[src/verilog/icf_pkg.sv]
package icf_pkg;

    // ------------------------------------------------------------
    // bus geometry
    // ------------------------------------------------------------
    localparam int ADDR_W = 12;
    localparam int DATA_W = 32;

    // ------------------------------------------------------------
    // register byte offsets
    // ------------------------------------------------------------
    localparam logic [11:0] OFF_KEYED_CONFIG = 12'h048;
    localparam logic [11:0] OFF_GLOBAL_IRQ_STATUS = 12'h04C;
    localparam logic [11:0] OFF_FAST_VECTOR_NUMBER_CONFIG = 12'h050;
    localparam logic [11:0] OFF_FAST_VECTOR_ZERO_ADDRESS = 12'h060;
    localparam logic [11:0] OFF_FAST_VECTOR_ONE_ADDRESS = 12'h064;
    localparam logic [11:0] OFF_EVENT_STATUS = 12'h080;
    localparam logic [11:0] OFF_EVENT_MASK = 12'h084;
    localparam logic [11:0] OFF_SYSTEM_CONTROL_REGISTER = 12'h090;

    // ------------------------------------------------------------
    // keyed configuration and system control register fields
    // ------------------------------------------------------------
    localparam int KEY_MSB = 31;
    localparam int KEY_LSB = 16;
    localparam logic [15:0] UNLOCK_KEY_ONE = 16'hFA05;
    localparam logic [15:0] UNLOCK_KEY_TWO = 16'hBCAF;
    localparam logic [15:0] UNLOCK_KEY_THREE = 16'hBEEF;
    localparam int SYSTEM_RESET_REQUEST_BIT = 7;
    localparam int CONTROL_REG_RESET_BIT = 31;

    // ------------------------------------------------------------
    // global status fields
    // ------------------------------------------------------------
    localparam int ANY_PENDING_BIT = 9;
    localparam int ANY_ACTIVE_BIT = 8;
    localparam logic [7:0] NEST_NONE = 8'h00;
    localparam logic [7:0] NEST_LEVEL_ONE = 8'h01;
    localparam logic [7:0] NEST_LEVEL_TWO = 8'h03;
    localparam logic [1:0] NEST_MAX_DEPTH = 2'h2;

    // ------------------------------------------------------------
    // fast vector fields
    // ------------------------------------------------------------
    localparam int ID0_LSB = 0;
    localparam int ID1_LSB = 8;
    localparam int FAST_ENABLE_BIT = 0;

    // ------------------------------------------------------------
    // event status and mask layout
    // ------------------------------------------------------------
    localparam int EV_W = 4;
    localparam int EV_FAST0_HIT = 0;
    localparam int EV_FAST1_HIT = 1;
    localparam int EV_NEST_OVERFLOW = 2;
    localparam int EV_EXIT_UNDERFLOW = 3;

    // ------------------------------------------------------------
    // reset values
    // ------------------------------------------------------------
    localparam logic [31:0] RST_WORD = 32'h0000_0000;
    localparam logic [15:0] RST_IDS = 16'h0000;
    localparam logic [3:0] RST_EV = 4'h0;
    localparam logic [1:0] RST_DEPTH = 2'h0;

endpackage

[src/verilog/icf_fast_match.sv]
`timescale 1ns/1ps

// one fast-vector channel: flags a taken interrupt that this channel owns
module icf_fast_match #(
    parameter int NUM_W = 8
) (
    // channel configuration
    input wire logic enable,
    input wire logic [NUM_W-1:0] irq_number,
    // interrupt being taken by the core
    input wire logic take,
    input wire logic [NUM_W-1:0] take_number,
    // result
    output logic hit
);

    assign hit = take && enable && (take_number == irq_number);

endmodule

[src/verilog/icf_ctrl_top.sv]
// Our own choice: the strobed register port.
`timescale 1ns/1ps

module icf_ctrl_top (
    // clock and reset
    input wire logic core_clk,
    input wire logic rst,
    // register port
    input wire logic [icf_pkg::ADDR_W-1:0] bus_addr,
    input wire logic [icf_pkg::DATA_W-1:0] bus_wdata,
    input wire logic bus_wr,
    input wire logic bus_rd,
    output logic [icf_pkg::DATA_W-1:0] bus_rdata,
    // interrupt state from the core and sources
    input wire logic irq_pending_any,
    input wire logic irq_enter,
    input wire logic [7:0] irq_enter_num,
    input wire logic irq_exit,
    // vectoring to the core
    output logic fast_vector_hit,
    output logic fast_vector_channel,
    output logic [31:0] fast_vector_address,
    // system reset and event interrupt
    output logic sys_reset_req,
    output logic event_irq
);

    // ------------------------------------------------------------
    // register storage
    // ------------------------------------------------------------
    logic [15:0] fast_ids;
    logic [31:0] fast0_reg;
    logic [31:0] fast1_reg;
    logic [icf_pkg::EV_W-1:0] ev_status;
    logic [icf_pkg::EV_W-1:0] ev_mask;
    logic [1:0] nest_depth;

    logic [7:0] fast_channel0_irq_number;
    logic [7:0] fast_channel1_irq_number;
    logic fast_channel0_enable;
    logic fast_channel1_enable;
    logic [31:0] fast_channel0_handler_address;
    logic [31:0] fast_channel1_handler_address;

    assign fast_channel0_irq_number = fast_ids[icf_pkg::ID0_LSB +: 8];
    assign fast_channel1_irq_number = fast_ids[icf_pkg::ID1_LSB +: 8];
    assign fast_channel0_enable = fast0_reg[icf_pkg::FAST_ENABLE_BIT];
    assign fast_channel1_enable = fast1_reg[icf_pkg::FAST_ENABLE_BIT];
    // handler addresses are halfword aligned, bit 0 is forced low
    assign fast_channel0_handler_address = {fast0_reg[31:1], 1'b0};
    assign fast_channel1_handler_address = {fast1_reg[31:1], 1'b0};

    // ------------------------------------------------------------
    // write decode
    // ------------------------------------------------------------
    logic wr_cfg;
    logic wr_ids;
    logic wr_f0;
    logic wr_f1;
    logic wr_evs;
    logic wr_evm;
    logic wr_sctl;
    logic [15:0] unlock_key_field;
    logic reset_fire;

    always_comb
    begin
        wr_cfg = 1'b0;
        wr_ids = 1'b0;
        wr_f0 = 1'b0;
        wr_f1 = 1'b0;
        wr_evs = 1'b0;
        wr_evm = 1'b0;
        wr_sctl = 1'b0;
        if (bus_wr)
        begin
            if (bus_addr == icf_pkg::OFF_KEYED_CONFIG)
            begin
                wr_cfg = 1'b1;
            end
            else if (bus_addr == icf_pkg::OFF_FAST_VECTOR_NUMBER_CONFIG)
            begin
                wr_ids = 1'b1;
            end
            else if (bus_addr == icf_pkg::OFF_FAST_VECTOR_ZERO_ADDRESS)
            begin
                wr_f0 = 1'b1;
            end
            else if (bus_addr == icf_pkg::OFF_FAST_VECTOR_ONE_ADDRESS)
            begin
                wr_f1 = 1'b1;
            end
            else if (bus_addr == icf_pkg::OFF_EVENT_STATUS)
            begin
                wr_evs = 1'b1;
            end
            else if (bus_addr == icf_pkg::OFF_EVENT_MASK)
            begin
                wr_evm = 1'b1;
            end
            else if (bus_addr == icf_pkg::OFF_SYSTEM_CONTROL_REGISTER)
            begin
                wr_sctl = 1'b1;
            end
        end
    end

    assign unlock_key_field = bus_wdata[icf_pkg::KEY_MSB:icf_pkg::KEY_LSB];

    // a zero in the request bit, or a wrong key, is dropped silently
    // both reset sources feed the same one pulse
    assign reset_fire = (wr_cfg
        && bus_wdata[icf_pkg::SYSTEM_RESET_REQUEST_BIT]
        && (unlock_key_field == icf_pkg::UNLOCK_KEY_THREE))
        || (wr_sctl && bus_wdata[icf_pkg::CONTROL_REG_RESET_BIT]);

    // ------------------------------------------------------------
    // system reset request
    // ------------------------------------------------------------
    // the request never stores, so software never has to clear it
    always_ff @(posedge core_clk or posedge rst)
    begin
        if (rst)
        begin
            sys_reset_req <= 1'b0;
        end
        else
        begin
            sys_reset_req <= reset_fire;
        end
    end

    a_reset_key_three: assert property (
        @(posedge core_clk) disable iff (rst)
        (wr_cfg && bus_wdata[7] && bus_wdata[31:16] == 16'hBEEF)
        |=> sys_reset_req)
        else $error("keyed reset write gave no reset pulse");

    a_reset_cause: assert property (
        @(posedge core_clk) disable iff (rst)
        sys_reset_req |-> $past(reset_fire)
        && ($past(wr_sctl) || $past(bus_wdata[31:16]) == 16'hBEEF))
        else $error("reset pulse without its key");

    a_reset_self_clear: assert property (
        @(posedge core_clk) disable iff (rst)
        (sys_reset_req && !reset_fire) |=> !sys_reset_req)
        else $error("reset request did not clear itself");

    a_sctl_same_reset: assert property (
        @(posedge core_clk) disable iff (rst)
        (wr_sctl && bus_wdata[31]) |=> sys_reset_req)
        else $error("control register reset bit gave no reset");

    // ------------------------------------------------------------
    // fast vector configuration
    // ------------------------------------------------------------
    always_ff @(posedge core_clk or posedge rst)
    begin
        if (rst)
        begin
            fast_ids <= icf_pkg::RST_IDS;
        end
        else if (wr_ids)
        begin
            fast_ids <= bus_wdata[15:0];
        end
    end

    always_ff @(posedge core_clk or posedge rst)
    begin
        if (rst)
        begin
            fast0_reg <= icf_pkg::RST_WORD;
            fast1_reg <= icf_pkg::RST_WORD;
        end
        else
        begin
            if (wr_f0)
            begin
                fast0_reg <= bus_wdata;
            end
            if (wr_f1)
            begin
                fast1_reg <= bus_wdata;
            end
        end
    end

    // ------------------------------------------------------------
    // nesting depth
    // ------------------------------------------------------------
    // a third entry is refused: the context stack has only two slots
    logic nest_overflow;
    logic exit_underflow;

    assign nest_overflow = irq_enter && !irq_exit
        && (nest_depth == icf_pkg::NEST_MAX_DEPTH);
    assign exit_underflow = irq_exit && !irq_enter
        && (nest_depth == icf_pkg::RST_DEPTH);

    always_ff @(posedge core_clk or posedge rst)
    begin
        if (rst)
        begin
            nest_depth <= icf_pkg::RST_DEPTH;
        end
        else if (irq_enter && !irq_exit && !nest_overflow)
        begin
            nest_depth <= nest_depth + 2'h1;
        end
        else if (irq_exit && !irq_enter && !exit_underflow)
        begin
            nest_depth <= nest_depth - 2'h1;
        end
    end

    a_depth_cap: assert property (
        @(posedge core_clk) disable iff (rst)
        (nest_depth == 2'h2 && irq_enter && !irq_exit)
        |=> nest_depth == 2'h2)
        else $error("nesting went past two levels");

    // ------------------------------------------------------------
    // fast vector matching
    // ------------------------------------------------------------
    logic hit0;
    logic hit1;

    icf_fast_match #(
        .NUM_W(8)
    ) u_match0 (
        .enable(fast_channel0_enable),
        .irq_number(fast_channel0_irq_number),
        .take(irq_enter),
        .take_number(irq_enter_num),
        .hit(hit0)
    );

    icf_fast_match #(
        .NUM_W(8)
    ) u_match1 (
        .enable(fast_channel1_enable),
        .irq_number(fast_channel1_irq_number),
        .take(irq_enter),
        .take_number(irq_enter_num),
        .hit(hit1)
    );

    // channel 0 wins when both channels are set to the same number
    always_ff @(posedge core_clk or posedge rst)
    begin
        if (rst)
        begin
            fast_vector_hit <= 1'b0;
            fast_vector_channel <= 1'b0;
            fast_vector_address <= icf_pkg::RST_WORD;
        end
        else if (hit0)
        begin
            fast_vector_hit <= 1'b1;
            fast_vector_channel <= 1'b0;
            fast_vector_address <= fast_channel0_handler_address;
        end
        else if (hit1)
        begin
            fast_vector_hit <= 1'b1;
            fast_vector_channel <= 1'b1;
            fast_vector_address <= fast_channel1_handler_address;
        end
        else
        begin
            fast_vector_hit <= 1'b0;
            fast_vector_channel <= 1'b0;
            fast_vector_address <= icf_pkg::RST_WORD;
        end
    end

    a_fast0_handler: assert property (
        @(posedge core_clk) disable iff (rst)
        (irq_enter && fast0_reg[0] && irq_enter_num == fast_ids[7:0])
        |=> fast_vector_hit && !fast_vector_channel
        && fast_vector_address == {$past(fast0_reg[31:1]), 1'b0})
        else $error("channel 0 handler address not handed over");

    a_fast_disabled: assert property (
        @(posedge core_clk) disable iff (rst)
        (irq_enter && !fast0_reg[0])
        |=> !(fast_vector_hit && !fast_vector_channel))
        else $error("disabled fast path still vectored");

    // ------------------------------------------------------------
    // event status and interrupt
    // ------------------------------------------------------------
    logic [icf_pkg::EV_W-1:0] ev_set;

    always_comb
    begin
        ev_set = icf_pkg::RST_EV;
        ev_set[icf_pkg::EV_FAST0_HIT] = hit0;
        ev_set[icf_pkg::EV_FAST1_HIT] = hit1 && !hit0;
        ev_set[icf_pkg::EV_NEST_OVERFLOW] = nest_overflow;
        ev_set[icf_pkg::EV_EXIT_UNDERFLOW] = exit_underflow;
    end

    // a new event beats a write-one-to-clear in the same cycle
    always_ff @(posedge core_clk or posedge rst)
    begin
        if (rst)
        begin
            ev_status <= icf_pkg::RST_EV;
        end
        else
        begin
            ev_status <= (ev_status
                & ~(wr_evs ? bus_wdata[icf_pkg::EV_W-1:0] : icf_pkg::RST_EV))
                | ev_set;
        end
    end

    always_ff @(posedge core_clk or posedge rst)
    begin
        if (rst)
        begin
            ev_mask <= icf_pkg::RST_EV;
        end
        else if (wr_evm)
        begin
            ev_mask <= bus_wdata[icf_pkg::EV_W-1:0];
        end
    end

    always_ff @(posedge core_clk or posedge rst)
    begin
        if (rst)
        begin
            event_irq <= 1'b0;
        end
        else
        begin
            event_irq <= |(ev_status & ev_mask);
        end
    end

    // ------------------------------------------------------------
    // read path
    // ------------------------------------------------------------
    logic [31:0] next_rdata;
    logic [7:0] nesting_state;

    always_comb
    begin
        nesting_state = icf_pkg::NEST_NONE;
        if (nest_depth == 2'h1)
        begin
            nesting_state = icf_pkg::NEST_LEVEL_ONE;
        end
        else if (nest_depth == icf_pkg::NEST_MAX_DEPTH)
        begin
            nesting_state = icf_pkg::NEST_LEVEL_TWO;
        end
    end

    // write-only and unmapped locations read as zero
    always_comb
    begin
        next_rdata = icf_pkg::RST_WORD;
        if (bus_addr == icf_pkg::OFF_GLOBAL_IRQ_STATUS)
        begin
            next_rdata[icf_pkg::ANY_PENDING_BIT] = irq_pending_any;
            next_rdata[icf_pkg::ANY_ACTIVE_BIT] = (nest_depth != 2'h0);
            next_rdata[7:0] = nesting_state;
        end
        else if (bus_addr == icf_pkg::OFF_FAST_VECTOR_NUMBER_CONFIG)
        begin
            next_rdata[15:0] = fast_ids;
        end
        else if (bus_addr == icf_pkg::OFF_FAST_VECTOR_ZERO_ADDRESS)
        begin
            next_rdata = fast0_reg;
        end
        else if (bus_addr == icf_pkg::OFF_FAST_VECTOR_ONE_ADDRESS)
        begin
            next_rdata = fast1_reg;
        end
        else if (bus_addr == icf_pkg::OFF_EVENT_STATUS)
        begin
            next_rdata[icf_pkg::EV_W-1:0] = ev_status;
        end
        else if (bus_addr == icf_pkg::OFF_EVENT_MASK)
        begin
            next_rdata[icf_pkg::EV_W-1:0] = ev_mask;
        end
    end

    always_ff @(posedge core_clk or posedge rst)
    begin
        if (rst)
        begin
            bus_rdata <= icf_pkg::RST_WORD;
        end
        else if (bus_rd)
        begin
            bus_rdata <= next_rdata;
        end
        else
        begin
            bus_rdata <= icf_pkg::RST_WORD;
        end
    end

    a_key_reads_zero: assert property (
        @(posedge core_clk) disable iff (rst)
        (bus_rd && bus_addr == 12'h048) |=> bus_rdata == 32'h0000_0000)
        else $error("keyed configuration read not zero");

    a_pending_flag: assert property (
        @(posedge core_clk) disable iff (rst)
        (bus_rd && bus_addr == 12'h04C)
        |=> bus_rdata[9] == $past(irq_pending_any) && bus_rdata[31:10] == 0)
        else $error("pending flag wrong");

    a_active_nest: assert property (
        @(posedge core_clk) disable iff (rst)
        (bus_rd && bus_addr == 12'h04C)
        |=> bus_rdata[8] == ($past(nest_depth) != 2'h0))
        else $error("active flag wrong");

    a_nest_code: assert property (
        @(posedge core_clk) disable iff (rst)
        (bus_rd && bus_addr == 12'h04C)
        |=> bus_rdata[7:0] == ($past(nest_depth) == 2'h2 ? 8'h03
        : ($past(nest_depth) == 2'h1 ? 8'h01 : 8'h00)))
        else $error("nesting code wrong");

endmodule

[config.mk]
export PLATFORM = sky130hd
export DESIGN_NAME = icf_ctrl_top
export DESIGN_NICKNAME = d
export VERILOG_FILES = /design/src/verilog/icf_pkg.sv /design/src/verilog/icf_fast_match.sv /design/src/verilog/icf_ctrl_top.sv
export SDC_FILE = /design/constraint.sdc
export NUM_CORES = 1
export LEC_CHECK = 0
export BUFFER_PORTS_ARGS = -buffer_cell sky130_fd_sc_hd__buf_4
export CORE_UTILIZATION = 30
export DETAILED_ROUTE_END_ITERATION = 16
export GPL_ROUTABILITY_DRIVEN = 0
export PLACE_DENSITY_LB_ADDON = 0.05
export SLEW_MARGIN = 5
export SYNTH_ARGS = -nofsm -noshare
export SYNTH_HDL_FRONTEND = slang
export SYNTH_SLANG_ARGS = --single-unit
[constraint.sdc]
create_clock -name core_clk -period 4.4 [get_ports core_clk]
set_clock_uncertainty 0.05 [all_clocks]
set_input_delay 0 -clock core_clk [delete_from_list [all_inputs] [get_ports core_clk]]
set_output_delay 0 -clock core_clk [all_outputs]
set_load 0.02 [all_outputs]
==> results list, run 1 <==
* VDD IR-drop max: 0.000227 V
- Total routing usage reported by global routing: 19.4%
* Endpoint kind of the worst setup timing path: flop
- For this block, the via count after detailed routing is 5,707.
* Cell type with the highest occurrence count on the critical path: sky130_fd_sc_hd__dlygate4sd3_1
- Overall power after layout: 3.40 mW
* Slew Limit Fails: 0
* Critical Path Start Type: input port
- In this run the cell area of the synthesized design comes to 7360 µm².
- Once placement finished, the instance area stood at 8580 µm².
- Final setup violation count: 0
- Sequential area share after synthesis: 53.4%
* Post-synthesis instance total: 600
- The critical path contains buffers and inverters numbering 4 combined.
* Setup TNS: 0 ps
- Resize count post-CTS: 0
- Of the cells placed in the final design, the portion with a size suffix greater than 1 is a little over a third.
* Arr. time, crit path: 2800 ps
* CTS Hold Bufs: 49
- Num CTS Buffers: 17
- Measured slew at the worst slew-check pin: 1170 ps
- For this run, the leading register cell type out of synthesis is sky130_fd_sc_hd__dfrtp_1.
- The critical path in this run is classified as input port to flop.
* Endpoint required time on the critical path: 4720 ps
- The min-delay analysis places its worst path in the category input port to flop.
* CORE AREA: 23,800 µm²
- Final HPWL DP: roughly 15,000 µm
- Die W: 159 µm
* Number of library cell types mapped by synthesis: 56
- Summed over all layers, the global routing overflow is 0.
- For this run, asynchronously set or reset flops after synthesis account for 100%.
- The initial antenna violation count was 0.
* Buffers inserted during post-CTS setup optimization: 0
- Count of flip-flops with a built-in enable after synthesis: 0
- Entering global routing, the biggest net connects 56 pins.
- CP delay by family, top: buffers and inverters
- The first global-routing pass estimated 35,700 µm of wire.
- After clock tree synthesis, the clock-pin slew on the worst setup and hold paths is roughly 70 ps.
- By area the synthesized netlist is led by sky130_fd_sc_hd__dfrtp_1 (53%), sky130_fd_sc_hd__mux2_4 (8.2%), sky130_fd_sc_hd__mux2_2 (6.6%), sky130_fd_sc_hd__nand4_1 (5.9%), sky130_fd_sc_hd__o21ai_0 (2.3%).
- Counting every sink on the clock net gives approximately 160.
- The hold violation count in the final report came to 0.
- Yosys synthesis warning count: 0
- After routing the design area is between 9000 and 10,000 µm².
* Post-synthesis net count: 662
- Summed over all cells, the static leakage comes to 4.56 nW.
- Outcome: completed
- Total wire length: 23,200 µm
* Average routed wire per standard cell: approximately 21 µm
- The number of global-route vias before repair is 5,786.
* Insertion delay to the later sink of the worst-skew pair: 430 ps
* Vias per cell: 5.22
* Critical path origin: bus_addr[1]
- The number of antenna diodes in the final layout is 0.
- Clock tree root buffer cell: sky130_fd_sc_hd__clkbuf_16
* Most frequent standard cell in the layout excluding fill and tap cells: sky130_fd_sc_hd__dfrtp_1
- Total power per unit cell area: between 300 and 400 nW/µm²
- Fill cells: between 2,000 and 2,500
- Peak fanout along the critical path: 7
* Clock buffer depth: 2
- Period Utilization, post-route: 56.4%
- After the last flow step, the layout net total stands at 824.
- The die covers 25,200 µm².
* Post-layout min period: 2480 ps
* Peak Freq: ~400 MHz
- Dominant cell type by area after synthesis: sky130_fd_sc_hd__dfrtp_1
- Most frequent cells in the layout: sky130_fd_sc_hd__dfrtp_1 (157), sky130_fd_sc_hd__buf_4 (138), sky130_fd_sc_hd__nand4_1 (70), sky130_fd_sc_hd__dlygate4sd3_1 (49), sky130_fd_sc_hd__mux2_2 (43)
- RSZ-0062 raised after global routing: false
- Post-synthesis sequential element count: around 160
* Die Height: 159 µm
- Max-slew headroom: 22.1%
- Clock tree from TritonCTS: built
* Number of DRC violations after detailed-routing iteration 0: 494
- Traced cell by cell, the critical path runs through dlygate4sd3_1 -> buf_4 -> nor4_4 -> dlygate4sd3_1 -> nand4_1 -> a211oi_1 -> dlygate4sd3_1.
- In this run the core area contains 56 standard-cell rows.
- Number of iterations in the first detailed-routing pass: 5
- Buffers added on ports: ~130
- Slowest stage cell on the critical path: sky130_fd_sc_hd__dlygate4sd3_1
- Area grow syn2layout: 31.8%
* Mean Syn Cell Area: between 10 and 15 µm²
- Post-synth top area share: 53.4%
* Initial core utilization: a little under a third
* Maximum single-stage delay on the critical path: 710 ps
* CTS H-tree lvls: 4
- For this run, design rule violations remaining after detail routing come to 0.
- During I/O placement, the number of pins put on the boundary was 127.
- Across the run, the number of max-cap violations was 0.
* Number of antenna-violating nets in the routed design: 0
* Worst r2r src: fast_ids[13]
- Beginning of the worst hold path: bus_addr[4]
logic make-up (layout without fill, tap and decap cells):
group	count (synthesis)	in the layout	share of synthesized area, %
compound gates	102	102	9.09
fa+ha+maj	3	3	0.510
mux	96	96	16.5
simple gates	164	164	14.3
flops	157	157	53.4
xor+xnor	17	17	2.02
buf+inv	60	235	4.16
other cells	1	1	0.0509
synthesized netlist by cell type (all sizes together), types with 6 or more instances:
master and number:
dfrtp 157, mux2 84, nand4 70, o21ai 44, nor2 32, clkbuf 25
buf 19, a22oi 18, inv 16, xor2 14, a21oi 12, a2bb2oi 12
mux2i 12, nand2 8, nand3 8, and3 7, nor4 7, nor3 6
where the power goes:
| part | switching, mW | leakage [nW] | internal, mW | total (mW) |
|---|---|---|---|---|
| registers | 0.0157 | 2.18 | 1.46 | 1.48 |
| logic | 0.175 | 2.07 | 0.134 | 0.310 |
| clock network | 0.680 | 0.311 | 0.934 | 1.61 |
| total | 0.871 | 4.56 | 2.53 | 3.40 |
per-stage QoR:
step / utilization, % / setup WS, ps / hold slack [ps] / std cells
after floorplan: - / 115 / 57.6 / 600
after global placement: 36.1 / 2130 / 6.47 / 1013
after detailed placement: 36.1 / 2090 / 10.7 / 1013
after CTS: 40.9 / 1910 / 11.7 / 1094
after global routing: 40.9 / 1800 / 86.4 / 1094
final: 40.9 / 1920 / 33.9 / 1094
worst paths after layout:
check                                               end  slack [ps]  cells past startpoint
worst max register to register   fast_vector_address[7]        2160                      5
worst max-delay path                      sys_reset_req        1920                      7
worst min-delay path                       bus_rdata[8]          30                      5
max in group asynchronous                 nest_depth[0]        3030                      4
min in group asynchronous       fast_vector_address[16]          90                      3
worst min register to register             fast0_reg[2]         470                      1
layout make-up:
cell class | instances | area (µm²) | share of cell area [%]
repair buffers | 187 | 1530 | 15.7
clock inverters | 14 | 196 | 2.02
clock buffers | 18 | 439 | 4.53
multi-input cells | 383 | 3150 | 32.5
inverters | 16 | 65.1 | 0.670
well taps | 319 | 399 | 4.11
flip-flops and latches | 157 | 3930 | 40.5
worst reg2reg max path: cells and delay by family (launching register included):
family / cells / cell delay, ps
buffers and inverters: 1 / 320
flip-flops: 1 / 410
AND/OR/NAND/NOR: 2 / 1050
XOR/XNOR: 1 / 130
AO/OA/AOI/OAI: 1 / 190
routing by layer:
layer  wire, µm  global-route usage (%)  vias up
met4        325                    5.72        0
li1           -                       -     2557
met3       1120                    3.54       24
met2      11300                    31.4      215
met5          0                       0        -
met1      10500                    26.3     2911
No activity file was read; power rests on OpenSTA's default activity.
==> inputs of run 2 (changes only) <==
--- a/config.mk
+++ b/config.mk
@@ -5,6 +5,7 @@
 export SDC_FILE = /design/constraint.sdc
 export NUM_CORES = 1
 export LEC_CHECK = 0
+export ABC_AREA = 1
 export BUFFER_PORTS_ARGS = -buffer_cell sky130_fd_sc_hd__buf_4
 export CORE_UTILIZATION = 30
 export DETAILED_ROUTE_END_ITERATION = 16
==> constraint.sdc (replaced) <==
create_clock -name core_clk -period 2.4 [get_ports core_clk]
set_clock_uncertainty 0.05 [all_clocks]
set_input_delay 0 -clock core_clk [delete_from_list [all_inputs] [get_ports core_clk]]
set_output_delay 0 -clock core_clk [all_outputs]
set_load 0.02 [all_outputs]
==> run 2 against run 1 <==
  * Routed wire length down 13%
  * Die area down 3.1%
  * Clock power up 74%
  * Combinational power up 48%
  * Critical path type unchanged
  * Critical endpoint unchanged
  * Largest cell class unchanged
==> results list, run 2 <==
- In the final routed layout, each cell accounts on average for 15.9 µm.
- Resize count post-CTS: 0
- Slowest stage cell on the critical path: sky130_fd_sc_hd__dlygate4sd3_1
- Max-slew headroom: between 40% and 50%
- Final setup violation count: 0
* Post-synth top area share: 55.1%
* Maximum capacitance violations: 0
- Setup TNS: 0 ps
* Number of library cell types mapped by synthesis: 38
- Of the cells placed in the final design, the portion with a size suffix greater than 1 is approximately a quarter.
- The hold violation count in the final report is 0.
- Global routing used 17.7% of the available tracks.
* Final net count: 1,008
- Clock transition time at the flip-flop clock pins of the worst setup and hold paths: 60 ps
* Beginning of the worst hold path: bus_addr[5]
* Largest net degree at the start of global routing: 158
* Most frequent standard cell in the layout excluding fill and tap cells: sky130_fd_sc_hd__nand2_1
- Most instantiated library cell after synthesis: sky130_fd_sc_hd__nand2_1
- Global routing consumed, on the met2 layer, 29.4% of the routing resources.
* Gr busiest metal: met2
- Most frequent cells in the layout: sky130_fd_sc_hd__nand2_1 (241), sky130_fd_sc_hd__dfrtp_1 (157), sky130_fd_sc_hd__buf_4 (137), sky130_fd_sc_hd__inv_1 (80), sky130_fd_sc_hd__nand3_1 (53)
- The detail route stage leaves a number of antenna-violating nets equal to 0.
- The first routing iteration left 349 violations.
- In this run the standard cell core region covers 23,400 µm².
- Data on the critical path is required at its endpoint by 2710 ps.
* Leakage power: 4.88 nW
- The die covers between 20,000 and 25,000 µm².
* Global-route met1 utilization: 23.6%
- Post-layout min period: approximately 2200 ps
- Synthesis produced a netlist whose cell count is 777.
- Number of iterations in the first detailed-routing pass: 5
* Critical Setup Path Class: input port to flop
* Worst-case reg-to-reg path depth: 6
- Dominant cells by area after synthesis: sky130_fd_sc_hd__dfrtp_1 (55%), sky130_fd_sc_hd__nand2_1 (13%), sky130_fd_sc_hd__o21ai_2 (5.9%), sky130_fd_sc_hd__inv_1 (4.3%), sky130_fd_sc_hd__nand3_1 (3.7%)
- Clock tree from TritonCTS: built
* Number of global-route vias before repair: 5,799
- At the later pin of the worst-skew pair, clock insertion delay measures between 400 and 500 ps.
* Cell type with the highest occurrence count on the critical path: sky130_fd_sc_hd__dlygate4sd3_1
- Clock buffer depth: 2
- Maximum single-stage delay on the critical path: roughly 570 ps
- Critical Path Start Type: input port
* Commonest register cell after synthesis: sky130_fd_sc_hd__dfrtp_1
- CTS saw 157 sinks.
* Buffers added on ports: 125
- Period Utilization, post-route: 90.8%
* Fill cells: approximately 2,400
* Dominant cell type by area after synthesis: sky130_fd_sc_hd__dfrtp_1
- For the pin with the worst max-slew slack, the measured transition is 867 ps.
* Endpoint of the worst-slack reg-to-reg timing path: fast_vector_address[17]
- Final HPWL DP: 13,600 µm
* Worst r2r src: fast_ids[8]
- Initial antenna violation count: 0
* Hold-critical path depth: 6
* Cell chain of the critical path: dlygate4sd3_1 -> buf_4 -> nor2_4 -> nand2_1 -> nor4_1 -> a31oi_1 -> dlygate4sd3_1 -> nor2_1 -> dlygate4sd3_1
- Via total after detailed routing: 5,727
- Clock tree root buffer cell: sky130_fd_sc_hd__clkbuf_16
- The area growth from synthesis to layout is 32.0%.
- Number of core rows: 56
- For this configuration, the core starts out at a cell density of 30.5%.
- STA puts the critical path data arrival time at between 2000 and 2500 ps.
- Sequential area share after synthesis: 55.1%
- The clock tree synthesis step divided the H-tree into 4 levels.
- Vias per cell: 4.48
* Pre-CTS worst setup slack: around 560 ps
- Setup repair after global routing left no endpoint under its margin.
- In the final layout, the multi-input gates occupy 2640 µm².
- VDD IR-drop max: 0.000400 V
* Peak fanout along the critical path: 3
- The synthesized design contains 157 register bits.
- Die W: approximately 160 µm
* Total wire length: 20,300 µm
- For this design the top-level I/O count stands at 127.
* Congestion Overflow GR: 0
- The number of slew-limit violations in the final report is 0.
* Peak Freq: 459 MHz
* Top cell types by occurrence after synthesis: sky130_fd_sc_hd__nand2_1 (241), sky130_fd_sc_hd__dfrtp_1 (157), sky130_fd_sc_hd__inv_1 (81)
* Diodes inserted: 0
- Endpoint kind of the worst setup timing path: flop
* Class of the worst hold path: input port to flop
- Total power per unit cell area: between 600 and 700 nW/µm²
- Cell area after synthesis: between 7000 and 8000 µm²
* Count of flip-flops with a built-in enable after synthesis: 0
- Each instance of the synthesized netlist takes up on average 9.17 µm².
- Worst reg-to-reg setup slack: between 500 and 600 ps
- In the global route stage, met3 resource usage came out at 2.75%.
- Ys async rst share: 100%
- Die Height: 156 µm
- Wire length of the first global-routing pass: between 30,000 and 40,000 µm
- Counting the buffers created by CTS gives 17.
- Post-route worst setup slack: roughly 220 ps
* Yosys synthesis warning count: 0
* Post-synthesis net count: 839
- WHS Endpoint: bus_rdata[12]
- In the final layout, flip-flops and latches occupy 3930 µm².
* Number of DRC violations after detailed routing: 0
- The run finished with clean final reports.
run 2: changes by cell type after synthesis, moves of 15 or more:
cell | before | now
sky130_fd_sc_hd__a22oi_1 | 18 | 0
sky130_fd_sc_hd__clkbuf_1 | 25 | 1
sky130_fd_sc_hd__inv_1 | 16 | 81
sky130_fd_sc_hd__mux2_2 | 43 | 0
sky130_fd_sc_hd__mux2_4 | 40 | 0
sky130_fd_sc_hd__nand2_1 | 8 | 241
sky130_fd_sc_hd__nand3_1 | 7 | 53
sky130_fd_sc_hd__nand4_1 | 70 | 3
sky130_fd_sc_hd__nor2_1 | 31 | 16
sky130_fd_sc_hd__o21ai_1 | 9 | 32
sky130_fd_sc_hd__o21ai_2 | 0 | 48
run 2: where the power goes:
part	switching [mW]	internal (mW)	total [mW]
Combinational	0.263	0.194	0.458
Clock	1.13	1.66	2.80
Sequential	0.0274	2.68	2.71
run 2: final cells by class:
cell class	instances	share of cell area [%]
clock inverters	14	1.81
repair buffers	183	16.0
inverters	85	3.44
clock buffers	18	4.67
flip-flops and latches	157	41.7
well taps	319	4.24
multi-input cells	502	28.1
run 2: timing repair:
action	4_1_cts	5_1_grt
hold buffers	44	0
setup buffers	0	0
hold endpoints to repair	252	0
run 2: layer usage:
layer | up-vias | share of wire [%]
li1 | 2841 | -
met5 | - | 0
met1 | 2739 | 47
met3 | 19 | 3.5
met2 | 128 | 48
met4 | 0 | 1.2
run 2: stage by stage:
| stage | std cells | hold WS (ps) | utilization, % | power (mW) | area [µm²] |
|---|---|---|---|---|---|
| floorplan | 777 | 44.7 | - | 2.97 | 7130 |
| global placement | 1202 | 152 | 35.7 | 3.15 | 8360 |
| detailed placement | 1202 | 158 | 35.7 | 3.16 | 8360 |
| CTS | 1278 | 33.2 | 40.2 | 6.04 | 9410 |
| global route | 1278 | 60.3 | 40.2 | 6.22 | 9410 |
| finish | 1278 | 45.5 | 40.2 | 5.96 | 9410 |
run 2: critical path, delay by kind of cell:
kind | cells | cell delay (ps)
AO/OA/AOI/OAI | 1 | 60
buffers and inverters | 4 | 1800
AND/OR/NAND/NOR | 4 | 620
run 2: cell families (layout without fill, tap and decap cells):
kind of cell	after synthesis	in the layout	share of synthesized area, %
other cells	1	1	0.0526
compound gates	141	141	13.6
xor+xnor	7	7	0.860
fa+ha+maj	3	3	0.527
simple gates	350	350	22.0
flops	157	157	55.1
buf+inv	118	300	7.83
run 2: worst max-delay path by stage:
| stage | start | end | slack, ps | cells past startpoint |
|---|---|---|---|---|
| finish | bus_addr[7] | sys_reset_req | 220 | 9 |
| global route | bus_addr[7] | sys_reset_req | 100 | 9 |
| CTS | bus_addr[7] | sys_reset_req | 190 | 9 |
| detailed placement | fast_ids[8] | fast_vector_address[5] | 560 | 6 |
| global placement | fast_ids[8] | fast_vector_address[28] | 620 | 6 |
| floorplan | rst | bus_rdata[0] | 360 | 1 |
